`src/ptu_pkg.sv`:
```
package ptu_pkg;

  // ----------------------------------------------------------------
  // Widths
  // ----------------------------------------------------------------
  localparam int TICK_W    = 20;
  localparam int ELAPSED_W = 12;
  localparam int DATA_W    = 32;
  localparam int ADDR_W    = 8;
  localparam int EVT_W     = 2;

  // ----------------------------------------------------------------
  // Timing
  // ----------------------------------------------------------------
  localparam int DIV_RATIO = 16;

  // ----------------------------------------------------------------
  // Register offsets (byte addresses)
  // ----------------------------------------------------------------
  localparam logic [ADDR_W-1:0] OFS_TIMER_MODE     = 8'h00;
  localparam logic [ADDR_W-1:0] OFS_TIMER_STATUS   = 8'h04;
  localparam logic [ADDR_W-1:0] OFS_VALUE_ACK      = 8'h08;
  localparam logic [ADDR_W-1:0] OFS_VALUE_PEEK     = 8'h0c;
  localparam logic [ADDR_W-1:0] OFS_EVENT_STATUS   = 8'h10;
  localparam logic [ADDR_W-1:0] OFS_EVENT_MASK     = 8'h14;

  // ----------------------------------------------------------------
  // Field positions
  // ----------------------------------------------------------------
  localparam int MODE_LIMIT_LSB     = 0;
  localparam int MODE_TIMER_EN_BIT  = 24;
  localparam int MODE_IRQ_EN_BIT    = 25;
  localparam int STATUS_FLAG_BIT    = 0;
  localparam int VALUE_TICK_LSB     = 0;
  localparam int VALUE_ELAPSED_LSB  = 20;
  localparam int EVT_WRAP_BIT       = 0;
  localparam int EVT_ROLL_BIT       = 1;

  // ----------------------------------------------------------------
  // Reset values
  // ----------------------------------------------------------------
  localparam logic [TICK_W-1:0]    LIMIT_RST     = 20'hfffff;
  localparam logic                 TIMER_EN_RST  = 1'b0;
  localparam logic                 IRQ_EN_RST    = 1'b0;
  localparam logic [EVT_W-1:0]     EVT_MASK_RST  = 2'h0;

endpackage

```
`src/ptu_prescaler.sv`:
```
`timescale 1ns/1ps

// Divides core_clk into a one-cycle enable pulse every DIV cycles.
module ptu_prescaler #(
  parameter int DIV = ptu_pkg::DIV_RATIO
) (
  input  wire logic core_clk,
  input  wire logic rst_n,
  input  wire logic halt,
  output logic      tickEn
);
  import ptu_pkg::*;

  localparam int CNT_W = $clog2(DIV);

  typedef struct packed {
    logic [CNT_W-1:0] cnt;
    logic             pulse;
  } ptu_presc_type;

  ptu_presc_type cur_r;
  ptu_presc_type cur_nxt;

  // ----------------------------------------------------------------
  // Divider
  // ----------------------------------------------------------------
  always_comb begin
    cur_nxt       = cur_r;
    cur_nxt.pulse = 1'b0;
    // Frozen in debug so no new pulse is made while halted
    if (!halt) begin
      if (cur_r.cnt == CNT_W'(DIV - 1)) begin
        cur_nxt.cnt   = '0;
        cur_nxt.pulse = 1'b1;
      end else begin
        cur_nxt.cnt = cur_r.cnt + 1'b1;
      end
    end
  end

  always_ff @(posedge core_clk or negedge rst_n) begin
    if (!rst_n) begin
      cur_r <= '0;
    end else begin
      cur_r <= cur_nxt;
    end
  end

  assign tickEn = cur_r.pulse;

endmodule

```
`src/ptu_timer.sv`:
```
// Local design decision: strobed register access.
`timescale 1ns/1ps

// Operation
// - 20/12-bit counters advance on clock/16 enables
// - Tick counts from zero, wraps, bumps elapsed
// - Wrap sets flag; irq when flag and enabled
// - New limit write keeps both counters running
// - Value-ack read returns counters, clears count, flag
// - Peek read returns counters, changes nothing
// - Enable resets low, applies when tick is zero
// - Disabled timer finishes interval, then idles at zero
// - Debug state freezes both counters
// - Period is limit plus one divided ticks
// - Elapsed counts intervals since last ack read
// - Flag reads one if wrapped since ack read
module ptu_timer (
  input  wire logic                          core_clk,
  input  wire logic                          rst_n,
  input  wire logic                          coreDebugHalt,
  input  wire logic [ptu_pkg::ADDR_W-1:0]    regAddr,
  input  wire logic [ptu_pkg::DATA_W-1:0]    regWrData,
  input  wire logic                          regWrStb,
  input  wire logic                          regRdStb,
  output logic      [ptu_pkg::DATA_W-1:0]    regRdData,
  output logic                               irq
);
  import ptu_pkg::*;

  // ----------------------------------------------------------------
  // State
  // ----------------------------------------------------------------
  typedef struct packed {
    logic [TICK_W-1:0]    tick;
    logic [ELAPSED_W-1:0] elapsed;
    logic                 reachedFlag;
    logic [TICK_W-1:0]    limit;
    logic                 timerEn;
    logic                 irqEn;
    logic                 running;
    logic [EVT_W-1:0]     evtStatus;
    logic [EVT_W-1:0]     evtMask;
    logic [DATA_W-1:0]    rdData;
    logic                 irqOut;
  } ptu_state_type;

  localparam ptu_state_type STATE_RST = '{
    tick:        '0,
    elapsed:     '0,
    reachedFlag: 1'b0,
    limit:       LIMIT_RST,
    timerEn:     TIMER_EN_RST,
    irqEn:       IRQ_EN_RST,
    running:     1'b0,
    evtStatus:   '0,
    evtMask:     EVT_MASK_RST,
    rdData:      '0,
    irqOut:      1'b0
  };

  ptu_state_type st_r;
  ptu_state_type st_nxt;

  logic divTick;

  // ----------------------------------------------------------------
  // Divided clock enable
  // ----------------------------------------------------------------
  ptu_prescaler #(
    .DIV (DIV_RATIO)
  ) u_prescaler (
    .core_clk (core_clk),
    .rst_n    (rst_n),
    .halt     (coreDebugHalt),
    .tickEn   (divTick)
  );

  // ----------------------------------------------------------------
  // Bus decode
  // ----------------------------------------------------------------
  logic wrMode;
  logic wrEvtStatus;
  logic wrEvtMask;
  logic rdAck;

  always_comb begin
    wrMode      = 1'b0;
    wrEvtStatus = 1'b0;
    wrEvtMask   = 1'b0;
    if (regWrStb) begin
      if (regAddr == OFS_TIMER_MODE) begin
        wrMode = 1'b1;
      end else if (regAddr == OFS_EVENT_STATUS) begin
        wrEvtStatus = 1'b1;
      end else if (regAddr == OFS_EVENT_MASK) begin
        wrEvtMask = 1'b1;
      end
    end
  end

  assign rdAck = regRdStb && (regAddr == OFS_VALUE_ACK);

  // ----------------------------------------------------------------
  // Read data
  // ----------------------------------------------------------------
  logic [DATA_W-1:0] rdWord;
  logic [DATA_W-1:0] valueWord;

  always_comb begin
    valueWord = '0;
    valueWord[VALUE_TICK_LSB +: TICK_W]       = st_r.tick;
    valueWord[VALUE_ELAPSED_LSB +: ELAPSED_W] = st_r.elapsed;
  end

  always_comb begin
    rdWord = '0;
    if (regAddr == OFS_TIMER_MODE) begin
      rdWord[MODE_LIMIT_LSB +: TICK_W] = st_r.limit;
      rdWord[MODE_TIMER_EN_BIT]        = st_r.timerEn;
      rdWord[MODE_IRQ_EN_BIT]          = st_r.irqEn;
    end else if (regAddr == OFS_TIMER_STATUS) begin
      rdWord[STATUS_FLAG_BIT] = st_r.reachedFlag;
    end else if (regAddr == OFS_VALUE_ACK) begin
      // Captured from the pre-clear values of this very cycle
      rdWord = valueWord;
    end else if (regAddr == OFS_VALUE_PEEK) begin
      rdWord = valueWord;
    end else if (regAddr == OFS_EVENT_STATUS) begin
      rdWord[EVT_W-1:0] = st_r.evtStatus;
    end else if (regAddr == OFS_EVENT_MASK) begin
      rdWord[EVT_W-1:0] = st_r.evtMask;
    end
  end

  // ----------------------------------------------------------------
  // Counting
  // ----------------------------------------------------------------
  logic                 runEff;
  logic                 wrapEvt;
  logic                 rollEvt;
  logic [ELAPSED_W-1:0] elapsedBase;
  logic [EVT_W-1:0]     evtSet;
  logic [EVT_W-1:0]     evtClr;

  always_comb begin
    st_nxt      = st_r;
    wrapEvt     = 1'b0;
    rollEvt     = 1'b0;
    elapsedBase = st_r.elapsed;
    evtSet      = '0;
    evtClr      = '0;

    // Enable is only sampled while the tick counter rests at zero,
    // so a disable always lets the current interval finish
    runEff = (st_r.tick == '0) ? st_r.timerEn : st_r.running;
    st_nxt.running = runEff;

    // Debug halt also blocks here, covering a pulse already in flight
    if (divTick && runEff && !coreDebugHalt) begin
      if (st_r.tick == st_r.limit) begin
        st_nxt.tick = '0;
        wrapEvt     = 1'b1;
      end else begin
        st_nxt.tick = st_r.tick + 1'b1;
      end
    end

    // Ack read clears first, then a coincident wrap counts on top
    if (rdAck) begin
      elapsedBase = '0;
    end
    if (wrapEvt) begin
      st_nxt.elapsed = elapsedBase + 1'b1;
      rollEvt        = !rdAck && (st_r.elapsed == '1);
    end else begin
      st_nxt.elapsed = elapsedBase;
    end

    // Set wins over the acknowledge
    if (wrapEvt) begin
      st_nxt.reachedFlag = 1'b1;
    end else if (rdAck) begin
      st_nxt.reachedFlag = 1'b0;
    end

    // Mode write leaves both counters untouched
    if (wrMode) begin
      st_nxt.limit   = regWrData[MODE_LIMIT_LSB +: TICK_W];
      st_nxt.timerEn = regWrData[MODE_TIMER_EN_BIT];
      st_nxt.irqEn   = regWrData[MODE_IRQ_EN_BIT];
    end

    // Sticky events, write one to clear, new events win
    evtSet[EVT_WRAP_BIT] = wrapEvt;
    evtSet[EVT_ROLL_BIT] = rollEvt;
    if (wrEvtStatus) begin
      evtClr = regWrData[EVT_W-1:0];
    end
    st_nxt.evtStatus = (st_r.evtStatus & ~evtClr) | evtSet;
    if (wrEvtMask) begin
      st_nxt.evtMask = regWrData[EVT_W-1:0];
    end

    // Read data stand for exactly one cycle after the strobe
    st_nxt.rdData = regRdStb ? rdWord : '0;

    // Registered irq is built from next state, so it changes on the same edge as its cause
    st_nxt.irqOut = (st_nxt.reachedFlag && st_nxt.irqEn)
                  || |(st_nxt.evtStatus & st_nxt.evtMask);
  end

  // ----------------------------------------------------------------
  // Registers
  // ----------------------------------------------------------------
  always_ff @(posedge core_clk or negedge rst_n) begin
    if (!rst_n) begin
      st_r <= STATE_RST;
    end else begin
      st_r <= st_nxt;
    end
  end

  assign regRdData = st_r.rdData;
  assign irq       = st_r.irqOut;

endmodule

```
`config.mk`:
```
export PLATFORM = sky130hd
export DESIGN_NAME = ptu_timer
export DESIGN_NICKNAME = d
export VERILOG_FILES = /design/src/ptu_pkg.sv /design/src/ptu_prescaler.sv /design/src/ptu_timer.sv
export SDC_FILE = /design/constraint.sdc
export NUM_CORES = 1
export LEC_CHECK = 0
export ABC_AREA = 1
export BUFFER_PORTS_ARGS = -buffer_cell sky130_fd_sc_hd__buf_2
export CORE_MARGIN = 3
export CORE_UTILIZATION = 48
export DETAILED_ROUTE_END_ITERATION = 7
export PLACE_DENSITY_LB_ADDON = 0.12
export RECOVER_POWER = 50
export SETUP_SLACK_MARGIN = 0.2
export SYNTH_ARGS = -nofsm -noshare
export SYNTH_HDL_FRONTEND = slang
export SYNTH_SLANG_ARGS = --single-unit
```
`constraint.sdc`:
```
create_clock -name core_clk -period 3.16 [get_ports core_clk]
set_clock_uncertainty 0.05 [all_clocks]
set_input_delay 0.632 -clock core_clk [delete_from_list [all_inputs] [get_ports core_clk]]
set_output_delay 0.632 -clock core_clk [all_outputs]
set_load 0.005 [all_outputs]
```
# Yosys cells after proc, flatten, opt, wreduce, memory -nomap -nowiden

Cells that the tools add are included.

Flip-flop bits (word level): 98
Output and inout bits: 33
Input port bits: 45

Reduce and logical (&&, ||, !) cells: 11
Bitwise operators: 4
Add/sub/neg operators: 3
Eq/ne operators: 8
Muxes and demuxes: 36

Operator list:

| kind                                                                   | count |
|---|---|
| 32-bit two-way mux                                                     | 2 |
| 20-bit two-way mux                                                     | 2 |
| 31-bit two-way mux                                                     | 1 |
| 30-bit two-way mux                                                     | 1 |
| 12-bit two-way mux                                                     | 2 |
| 20-bit by 1-bit adder with 20-bit output (second input constant)       | 1 |
| 20-bit equality test                                                   | 1 |
| 20-bit logical NOT                                                     | 1 |
| 1-bit two-way mux                                                      | 19 |
| 8-bit by 4-bit equality test with 1-bit output (second input constant) | 2 |
| 8-bit by 5-bit equality test with 1-bit output (second input constant) | 2 |
| 12-bit by 1-bit adder with 12-bit output (second input constant)       | 1 |
| 12-bit equality test (second input constant)                           | 1 |
| 2-bit two-way mux                                                      | 6 |
| 8-bit by 3-bit equality test with 1-bit output (second input constant) | 1 |
| 8-bit logical NOT                                                      | 1 |
| 4-bit two-way mux                                                      | 2 |
| 6-bit two-way mux                                                      | 1 |
| 1-bit logical AND                                                      | 5 |
| 4-bit by 1-bit adder with 4-bit output (second input constant)         | 1 |
| 2-bit bitwise AND                                                      | 2 |
| 4-bit equality test (second input constant)                            | 1 |
| 1-bit logical NOT                                                      | 2 |
| 2-bit inverter                                                         | 1 |
| 3 further kinds                                                        | 3 |

# Logic depth before layout (Yosys ltp)

Gate-level depths: netlist of the first run.

Word-level depth: 11
Depth in mapped cells: 14

# By module

A second synthesis of the first run with hierarchy kept.

Cells, all modules: 646
Area total of the unflattened synthesis: 5157.4 um^2

By module, submodules not included:

| module        | area an instance (um^2) | cells each | times used |
|---|---|---|---|
| ptu_timer     | 4927.2                  | 620        | 1 |
| ptu_prescaler | 230.2                   | 26         | 1 |

# Worst setup path before layout of the first run

OpenSTA, ideal clock, no wires.

Path type: input-to-reg
Start point: input port regRdStb
End point: register st_r[71] in the netlist's numbering
Data required time: 2.993 ns
Path slack: 0.898 ns
Arrival time: 2.095 ns
Stages on the path: 12
Library setup time: 0.117 ns
Cell sequence: buf_2 inv_2 nor3_2 nor2_1 ha_1 nand2_1 nor2_1 nand3_1 nor2_4 nand2_1 nand2_1 nand2_1

RTL lines:

| element              | RTL line         | source |
|---|---|---|
| start, declared      | ptu_timer.sv:24  | `input wire logic regRdStb,` |
| end signal, assigned | ptu_timer.sv:219 | `st_r <= st_nxt;` |
| end, declared        | ptu_timer.sv:61  | `ptu_state_type st_r;` |

==> impl_metrics.toml, run 1 <==
[run_status]
status = "finished, violations left"
failed_checks = "capacitance limit, slew limit"

[setup_path]
endpoint_kind = "flip-flop"
crit_family = "simple AND/OR/NAND/NOR gates"
cp_common_cell = "nand2_2"
cp_cell_sequence = "inv_1, ha_1, nand2_1, nor2_2, nand3_1, nand2_2, nand2_2, nor2_8, nand2_8, clkinv_4, nand2_2, nand2_1, o21ai_1"
slowest_delay_ns = 0.45
cp_num_buf_inv = 2
path_max_fanout = 26
worst-setup-path-type = "reg2reg"
crit_path_top_delay_cell = "dfrtp_1"
crit_arrival_ns = 2.55
startpoint_type = "flip-flop"
critPathRequiredTime_ns = 3.36

[route]
routedWlPerCell_um = 13.8
postRouteAntennaNets = 0
vias_per_cell = 5.08
drc_errors = 0
drt-pass1-iter-count = 5
drt-initial-drc-count = 199
vias = 4162
drt-total-wl_um = 11300

[die]
core_area_mm2 = 0.0104
io_pins = 78
start_util_pct = 50.0
die_w_um = 110
dieArea_mm2 = 0.0121
dieHeight_um = 110
num_rows = 37

[place]
post-place-ws_ns = 0.640
dp_hpwl_um = 8430
dp_cells = 803
place_congestion = 0.875
io_buffers = 67

[run]
maxCapViolCount = 1

[clock_network]
clockBufferDepth = 2
cts.sinks = 98
cts_made_buffers = 9
clk_pin_slew_ns = 0.09
post_cts_buffers = 0
cts-resized-gates = 0
htree_num_levels = 3
cts_tree = "built"
cts_root_buffer = "clkbuf_8"
clock_latency_ns = 0.37
cts_hold_buf = 0

[power_and_ir_drop]
internal_power_mw = 1.98
ir_worst_vdd_uv = 225
power.density_mw_per_mm2 = 450
pwr-share-comb_pct = 6.8
total_leakage_power_nw = 2.95
p_sw_mw = 0.568
power_switching_share_pct = 22.3
p_clk_share_pct = 40.6
p_seq_share_pct = 52.5
total_power_mw = 2.55

[logic_synthesis]
synth_top_cell_by_area = "dfrtp_1"
syn_nets = 692
syn_area_per_cell_um2 = 8.09
synth_warnings = 0
synth_cell_type_count = 35
synth_cells = 643
synth_edf_count = 0
synth_seq_area_share_pct = 47.6
synth_area_leaders = "dfrtp_1 38%, dfstp_2 10%, nand2_1 10%, nor2_1 5.7%, inv_1 5.5%"
synth_flop_cell = "dfrtp_1"
yosysMostFrequentCell = "nand2_1"
synth_top_area_share_pct = 37.5
async_flop_share_pct = 100
synthTopCellsByCount = "140 x nand2_1, 79 x nor2_1, 78 x dfrtp_1"
ys_seq_elements = 98
syn_area_mm2 = 0.00520

[global_routing]
met3_usage_pct = 2.80
grt_first_pass_wirelength_um = 18900
grt_pass1_vias = 3876
grt_usage_pct = 20.1
top_usage_layer = "met1"
grt_max_degree = 64
met2_usage_pct = 28.7
grt_overflow = 0
antenna_found_initial = 0
grt_use_met1_pct = 30.7

[cells_and_area]
diodes = 0
drive_above_1_share_pct = 19.5
syn2layout_area_growth_pct = 8.87
final_nets = 727
fin_cells = 819
utilization_pct = 54.4

[timing]
setup_ws_ns = 0.812
final.setup.tns_ns = 0
clock.fmax_mhz = 426
slew_headroom_pct = -33.7
post-route-min-period_ns = 2.35
hold_violations = 0
setup_viol = 0
grt_setup_unrepaired = "false"
report.final.slew_viol_count = 36
worstMarginPinSlew_ns = 2.01
period_share_pct = 74.3

[min_path]
hold_path.class = "in2reg"
-- per-stage QoR --
stage,cell area (µm²),hold slack [ns]
floorplan,5200,0.286
global route,5670,0.420
detailed placement,5410,0.438
finish,5670,0.420
global placement,5410,0.432
CTS,5670,0.175
-- cell usage in the layout, fill, tap and decap left out, types with 2 or more instances in the layout --
cell | Yosys | routed
dfrtp_1 | 78 | 78
o22ai_1 | 14 | 14
inv_2 | 4 | 4
nand3_1 | 51 | 51
buf_4 | 32 | 3
ha_1 | 4 | 4
nand2_1 | 140 | 140
nor3_1 | 20 | 20
xnor2_1 | 5 | 5
o21ai_1 | 2 | 2
nor2_4 | 4 | 4
mux2_2 | 5 | 5
dfstp_2 | 20 | 20
clkbuf_8 | 0 | 9
buf_2 | 6 | 64
bufinv_16 | 0 | 4
a21oi_1 | 26 | 26
nor2_2 | 4 | 4
nor2_1 | 79 | 79
clkbuf_1 | 4 | 4
xor2_1 | 9 | 9
nand2_2 | 4 | 4
nand4_1 | 12 | 12
o31ai_1 | 2 | 2
inv_1 | 76 | 76
o21ai_0 | 24 | 24
o21ai_2 | 4 | 4
-- state kept, by name, summed over array words and instances, names as in the netlist --
register / cells
u_prescaler.cur_r: 4
irq: 1
regRdData: 32
st_r: 60
u_prescaler.tickEn: 1
-- routing by layer --
layer	routed length (µm)	up-vias
met2	4750	133
met3	653	19
met1	5680	1910
li1	-	2100
met4	246	0
met5	0	-
-- worst paths after layout --
check,from,slack (ns),cells past startpoint,end
min in group asynchronous,rst_n,0.77,1,regRdData[27]
worst max-delay path,st_r[73],0.81,13,st_r[64]
max in group asynchronous,rst_n,1.11,2,st_r[53]
worst min register to register,st_r[41],0.45,2,st_r[41]
worst min-delay path,coreDebugHalt,0.42,2,u_prescaler.tickEn
worst max register to register,st_r[73],0.81,13,st_r[64]
-- cells by family after synthesis --
family | Yosys count | synth area share (%)
AO/OA/AOI/OAI | 75 | 8.13
XOR/XNOR | 15 | 2.67
adder cells (fa/ha/maj) | 4 | 0.962
AND/OR/NAND/NOR | 318 | 27.0
multiplexers | 5 | 1.08
buffers and inverters | 128 | 12.5
flip-flops | 98 | 47.6
-- final cells by class --
class                           count  area (µm²)
Fill cell                        1009        4750
Clock buffer                       11         131
Timing Repair Buffer               71         374
Sequential cell                    98        2480
Inverter                           81         309
Multi-Input combinational cell    417        2080
Clock inverter                      5         128
Tap cell                          136         170
-- power by group through the flow --
stage	clock, mW	combinational [mW]	sequential (mW)
global route	1.12	0.203	1.34
detailed placement	0	0.179	1.36
global placement	0	0.171	1.36
finish	1.03	0.174	1.34
CTS	1.06	0.179	1.34
floorplan	0	0.104	1.35
(Power assumes the default switching activity.)
==> run 2, diff against run 1 <==
- clock period: 3.16 -> 2.4 ns (I/O delays scaled with it)
==> run 2 against run 1 <==
Against the previous run: the run now ends clean; cell area rose by 0.60%; combinational power is 36% higher; utilization up 0.32 points; first-iteration DRC count down 0.50%; largest cell class unchanged; largest power group unchanged; highest routed layer unchanged.
==> impl_metrics.toml, run 2 (synthesis results as in run 1) <==
[min_path]
hold_path.class = "in2reg"
worstHoldEndpoint = "u_prescaler.tickEn"
min-delay-start = "coreDebugHalt"
min_path_cells = 2

[cells_and_area]
diodes = 0
final_cell_mix = "141 x nand2_1, 80 x nor2_1, 76 x inv_1, 76 x dfrtp_1, 65 x buf_2"
utilization_pct = 54.7
fillCellCount = 1001
largest_reg_flops = 60
finalInstanceArea_mm2 = 0.00570
syn2layout_area_growth_pct = 9.52
final_nets = 743
final_common_cell = "nand2_1"
regMostFlops = "st_r"
drive_above_1_share_pct = 21.2

[die]
dieArea_mm2 = 0.0121
die_w_um = 110
num_rows = 37
start_util_pct = 50.0
io_pins = 78
dieHeight_um = 110
core_area_mm2 = 0.0104

[power_and_ir_drop]
total_leakage_power_nw = 2.99
power.density_mw_per_mm2 = 527
total_power_mw = 3.00
ir_worst_vdd_uv = 437

[clock_network]
cts.sinks = 98
cts_tree = "built"
clk_pin_slew_ns = 0.08
clockBufferDepth = 2
htree_num_levels = 3
clock_latency_ns = 0.38
cts_root_buffer = "clkbuf_8"
cts_made_buffers = 9

[timing]
setup_ws_ns = 0.352
final.setup.tns_ns = 0
grt_setup_unrepaired = "false"
setup_viol = 0
report.final.slew_viol_count = 0
hold_violations = 0
period_share_pct = 85.3
slew_headroom_pct = 36.3
post-route-min-period_ns = 2.05
clock.fmax_mhz = 488
worstMarginPinSlew_ns = 0.955

[global_routing]
grt_pass1_vias = 3980
grt_usage_pct = 20.9
grt_max_degree = 55
antenna_found_initial = 0
grt_overflow = 0
grt_first_pass_wirelength_um = 19400

[run]
maxCapViolCount = 0

[place]
post-place-ws_ns = 0.247
dpl-instance-area_mm2 = 0.00548
place_congestion = 0.882
dp_hpwl_um = 8790
io_buffers = 67

[setup_path]
timing.reg2reg.setup_slack_ns = 0.40
endpoint_kind = "asynchronous set/reset pin"
path_max_fanout = 30
crit_arrival_ns = 2.43
startpoint_type = "input pin"
rr_startpoint = "st_r[73]"
r2r_cells = 11
worst-setup-path-type = "in2async"
critPathRequiredTime_ns = 2.78
reg2reg_to = "st_r[81]"

[route]
drt-pass1-iter-count = 5
routedWlPerCell_um = 14.0
vias_per_cell = 5.00
drc_errors = 0
vias = 4173
postRouteAntennaNets = 0
drt-total-wl_um = 11700
drt-initial-drc-count = 198

[run_status]
status = "finished, final reports clean"
run 2: cell count changes in the layout (fill, tap and decap cells not counted), sizes merged:
cell,previous run,this run
clkinvlp,1,0
clkbuf,13,18
bufinv,4,0
clkinv,1,3
dlygate4sd3,0,1
buf,69,82
run 2: layer usage:
metal	routed length, µm	GRT usage [%]
met2	5100	31.6
met1	5680	29.7
met4	148	5.72
met3	749	5.71
met5	0	0
run 2: final cells by class:
cell class,count,area (µm²),share of cell area (%)
repair buffers,87,492,8.63
multi-input cells,417,2070,36.2
clock buffers,14,173,3.03
flip-flops and latches,98,2480,43.5
clock inverters,2,10.0,0.176
inverters,81,309,5.42
well taps,136,170,2.99
run 2: worst max-delay path by stage:
stage / from / to / depth (start not counted)
2_1_floorplan: regRdStb / st_r[71] / 12
3_3_place_gp: regAddr[1] / st_r[69] / 11
3_5_place_dp: regAddr[1] / st_r[69] / 11
4_1_cts: st_r[73] / st_r[64] / 12
5_1_grt: rst_n / regRdData[14] / 3
6_report: rst_n / regRdData[15] / 3
run 2: critical path, stage by stage:
cell	delay, ns
dlygate4sd3_1	0.52
clkbuf_1	0.71
clkbuf_2	0.70
run 2: power by group:
part	switching [mW]	internal, mW	total, mW
logic	0.145	0.0912	0.237
registers	0.0418	1.72	1.76
clock network	0.544	0.460	1.00
total	0.731	2.27	3.00
run 2: per-stage QoR:
stage                     std cells  hold slack [ns]
after floorplan                 643            0.134
after global placement          812            0.310
after detailed placement        812            0.310
after CTS                       829            0.232
after global routing            835            0.230
final                           835            0.248
run 2: what timing repair did:
| action | in CTS | in global routing |
|---|---|---|
| hold buffers | 1 | 0 |
| setup buffers | 0 | 6 |
| setup endpoints to repair | 0 | 11 |
| gates resized for setup | 0 | 2 |
| hold endpoints to repair | 11 | 0 |
==> run 3, diff against run 2 <==
- CORE_ASPECT_RATIO: unset -> 1.25
- GPL_ROUTABILITY_DRIVEN: unset -> 0
- GPL_TIMING_DRIVEN: unset -> 0
==> run 3 against run 2 <==
Against the previous run: the flow now finishes with violations (capacitance limit, slew limit); total power increased by 18%; worst hold slack better by 0.024 ns; via count is 6.9% higher; critical path type is now reg2reg; largest cell class unchanged; clock power grew 55%; largest power group unchanged; non-clock buffer count increased by 29; global-route usage is 0.82 points higher; sequential power barely moved.
==> impl_metrics.toml, run 3 (synthesis results as in run 1) <==
[run_status]
status = "finished, violations left"
failed_checks = "capacitance limit, slew limit"

[power_and_ir_drop]
total_leakage_power_nw = 3.21
ir_worst_vdd_uv = 402
power.density_mw_per_mm2 = 584
total_power_mw = 3.55

[cells_and_area]
regMostFlops = "st_r"
largest_reg_flops = 60
utilization_pct = 58.9
drive_above_1_share_pct = 24.6
diodes = 0
final_common_cell = "nand2_1"
final_nets = 772
syn2layout_area_growth_pct = 16.7
final_cell_mix = "140 x nand2_1, 78 x nor2_1, 78 x dfrtp_1"

[die]
core_area_mm2 = 0.0103
num_rows = 41
dieHeight_um = 122
dieArea_mm2 = 0.0121
die_w_um = 99.1
io_pins = 78
start_util_pct = 50.5

[timing]
period_share_pct = 85.0
post-route-min-period_ns = 2.04
clock.fmax_mhz = 490
hold_violations = 0
worstMarginPinSlew_ns = 1.88
fin_hold_ws_ns = 0.272
grt_setup_unrepaired = "true"
report.final.slew_viol_count = 32
setup_viol = 0
slew_headroom_pct = -25.3

[route]
postRouteAntennaNets = 0
drc_errors = 0
drt-total-wl_um = 12600
drt-initial-drc-count = 333
vias_per_cell = 5.20
routedWlPerCell_um = 14.7
drt-pass1-iter-count = 5
vias = 4459

[setup_path]
worst-setup-path-type = "reg2reg"
critPathRequiredTime_ns = 2.58
crit_path_top_delay_cell = "dfstp_2"
path_max_fanout = 10
cp_cell_sequence = "inv_1, nand2_1, nand4_1, nor2_1, nand3_1, nor2_4, nand2_8, buf_6, xnor2_2"
startpoint_type = "flip-flop"
crit_family = "simple AND/OR/NAND/NOR gates"
cp_num_buf_inv = 2
endpoint_kind = "flip-flop"
crit_arrival_ns = 2.22
rr_startpoint = "st_r[40]"
slowest_delay_ns = 0.54
startpoint = "st_r[40]"

[global_routing]
grt_pass1_vias = 4280
grt_usage_pct = 21.7
grt_overflow = 0
grt_first_pass_wirelength_um = 20600
antenna_found_initial = 0
grt_max_degree = 68

[clock_network]
cts_root_buffer = "clkbuf_16"
cts_tree = "built"
cts_hold_buf = 0
clk_pin_slew_ns = 0.07
clock_latency_ns = 0.35
cts.sinks = 98
cts_made_buffers = 9
clockBufferDepth = 2
htree_num_levels = 3

[place]
dp_hpwl_um = 9220
io_buffers = 66

[min_path]
min-delay-start = "coreDebugHalt"
hold_path.class = "in2reg"

[run]
maxCapViolCount = 1
-- run 3: changes by cell type in the layout (fill, tap and decap cells not counted), moves of 4 or more --
cell	change
buf_4	+14
clkbuf_4	+5
clkbuf_16	+9
clkbuf_8	-11
buf_2	+4
buf_6	+5
-- run 3: final cells by class --
type / count / area [µm²]
well taps: 129 / 161
clock inverters: 5 / 77.6
fillers: 999 / 4240
flip-flops and latches: 98 / 2480
clock buffers: 11 / 243
repair buffers: 69 / 370
inverters: 81 / 309
plain buffers: 47 / 344
multi-input cells: 417 / 2090
-- run 3: metrics by stage --
step | area, µm² | setup TNS (ns) | setup slack, ns | std cells
after floorplan | 5200 | 0 | 0.290 | 643
after global routing | 6070 | 0 | 0.154 | 857
after detailed placement | 5730 | -0.807 | -0.238 | 839
after CTS | 6050 | 0 | 0.277 | 855
after global placement | 5700 | -14.31 | -0.186 | 838
final | 6070 | 0 | 0.361 | 857
-- run 3: worst reg2reg max path: stages, from the launching register on --
cell and delay [ns]:
dfstp_2 0.54, inv_1 0.06, nand2_1 0.08, nand4_1 0.12, nor2_1 0.18, nand3_1 0.17
nor2_4 0.27, nand2_8 0.14, buf_6 0.19, xnor2_2 0.13
-- run 3: layer usage --
| layer | vias up | wire length (µm) | global-route usage [%] | part of all wire [%] |
|---|---|---|---|---|
| met3 | 17 | 646 | 3.24 | 5.1 |
| met1 | 2124 | 5150 | 26.8 | 41 |
| met4 | 0 | 229 | 7.94 | 1.8 |
| met5 | - | 0 | 0 | 0 |
| li1 | 2189 | - | - | - |
| met2 | 129 | 6540 | 38.5 | 52 |
-- run 3: where the power goes --
part           leakage, nW  internal, mW  switching, mW
Sequential            1.21          1.72         0.0423
Combinational         1.85        0.0896          0.145
Clock                0.156         0.938          0.611
-- run 3: path summary, 6_finish.rpt --
kind                                      end  slack (ns)  depth (start not counted)
setup / recovery                     st_r[61]        0.36                          9
hold / removal             u_prescaler.tickEn        0.27                          2
setup reg to reg                     st_r[61]        0.36                          9
hold reg to reg                      st_r[41]        0.45                          2
max in group asynchronous            st_r[40]        0.56                          2
min in group asynchronous            st_r[61]        0.60                          1
-- run 3: timing repair --
action / CTS / global route
gates resized for setup: 1 / 4
endpoints found under the setup margin: 4 / 23
pin swaps: 0 / 1
buffers inserted: 0 / 2
cloned: 0 / 0
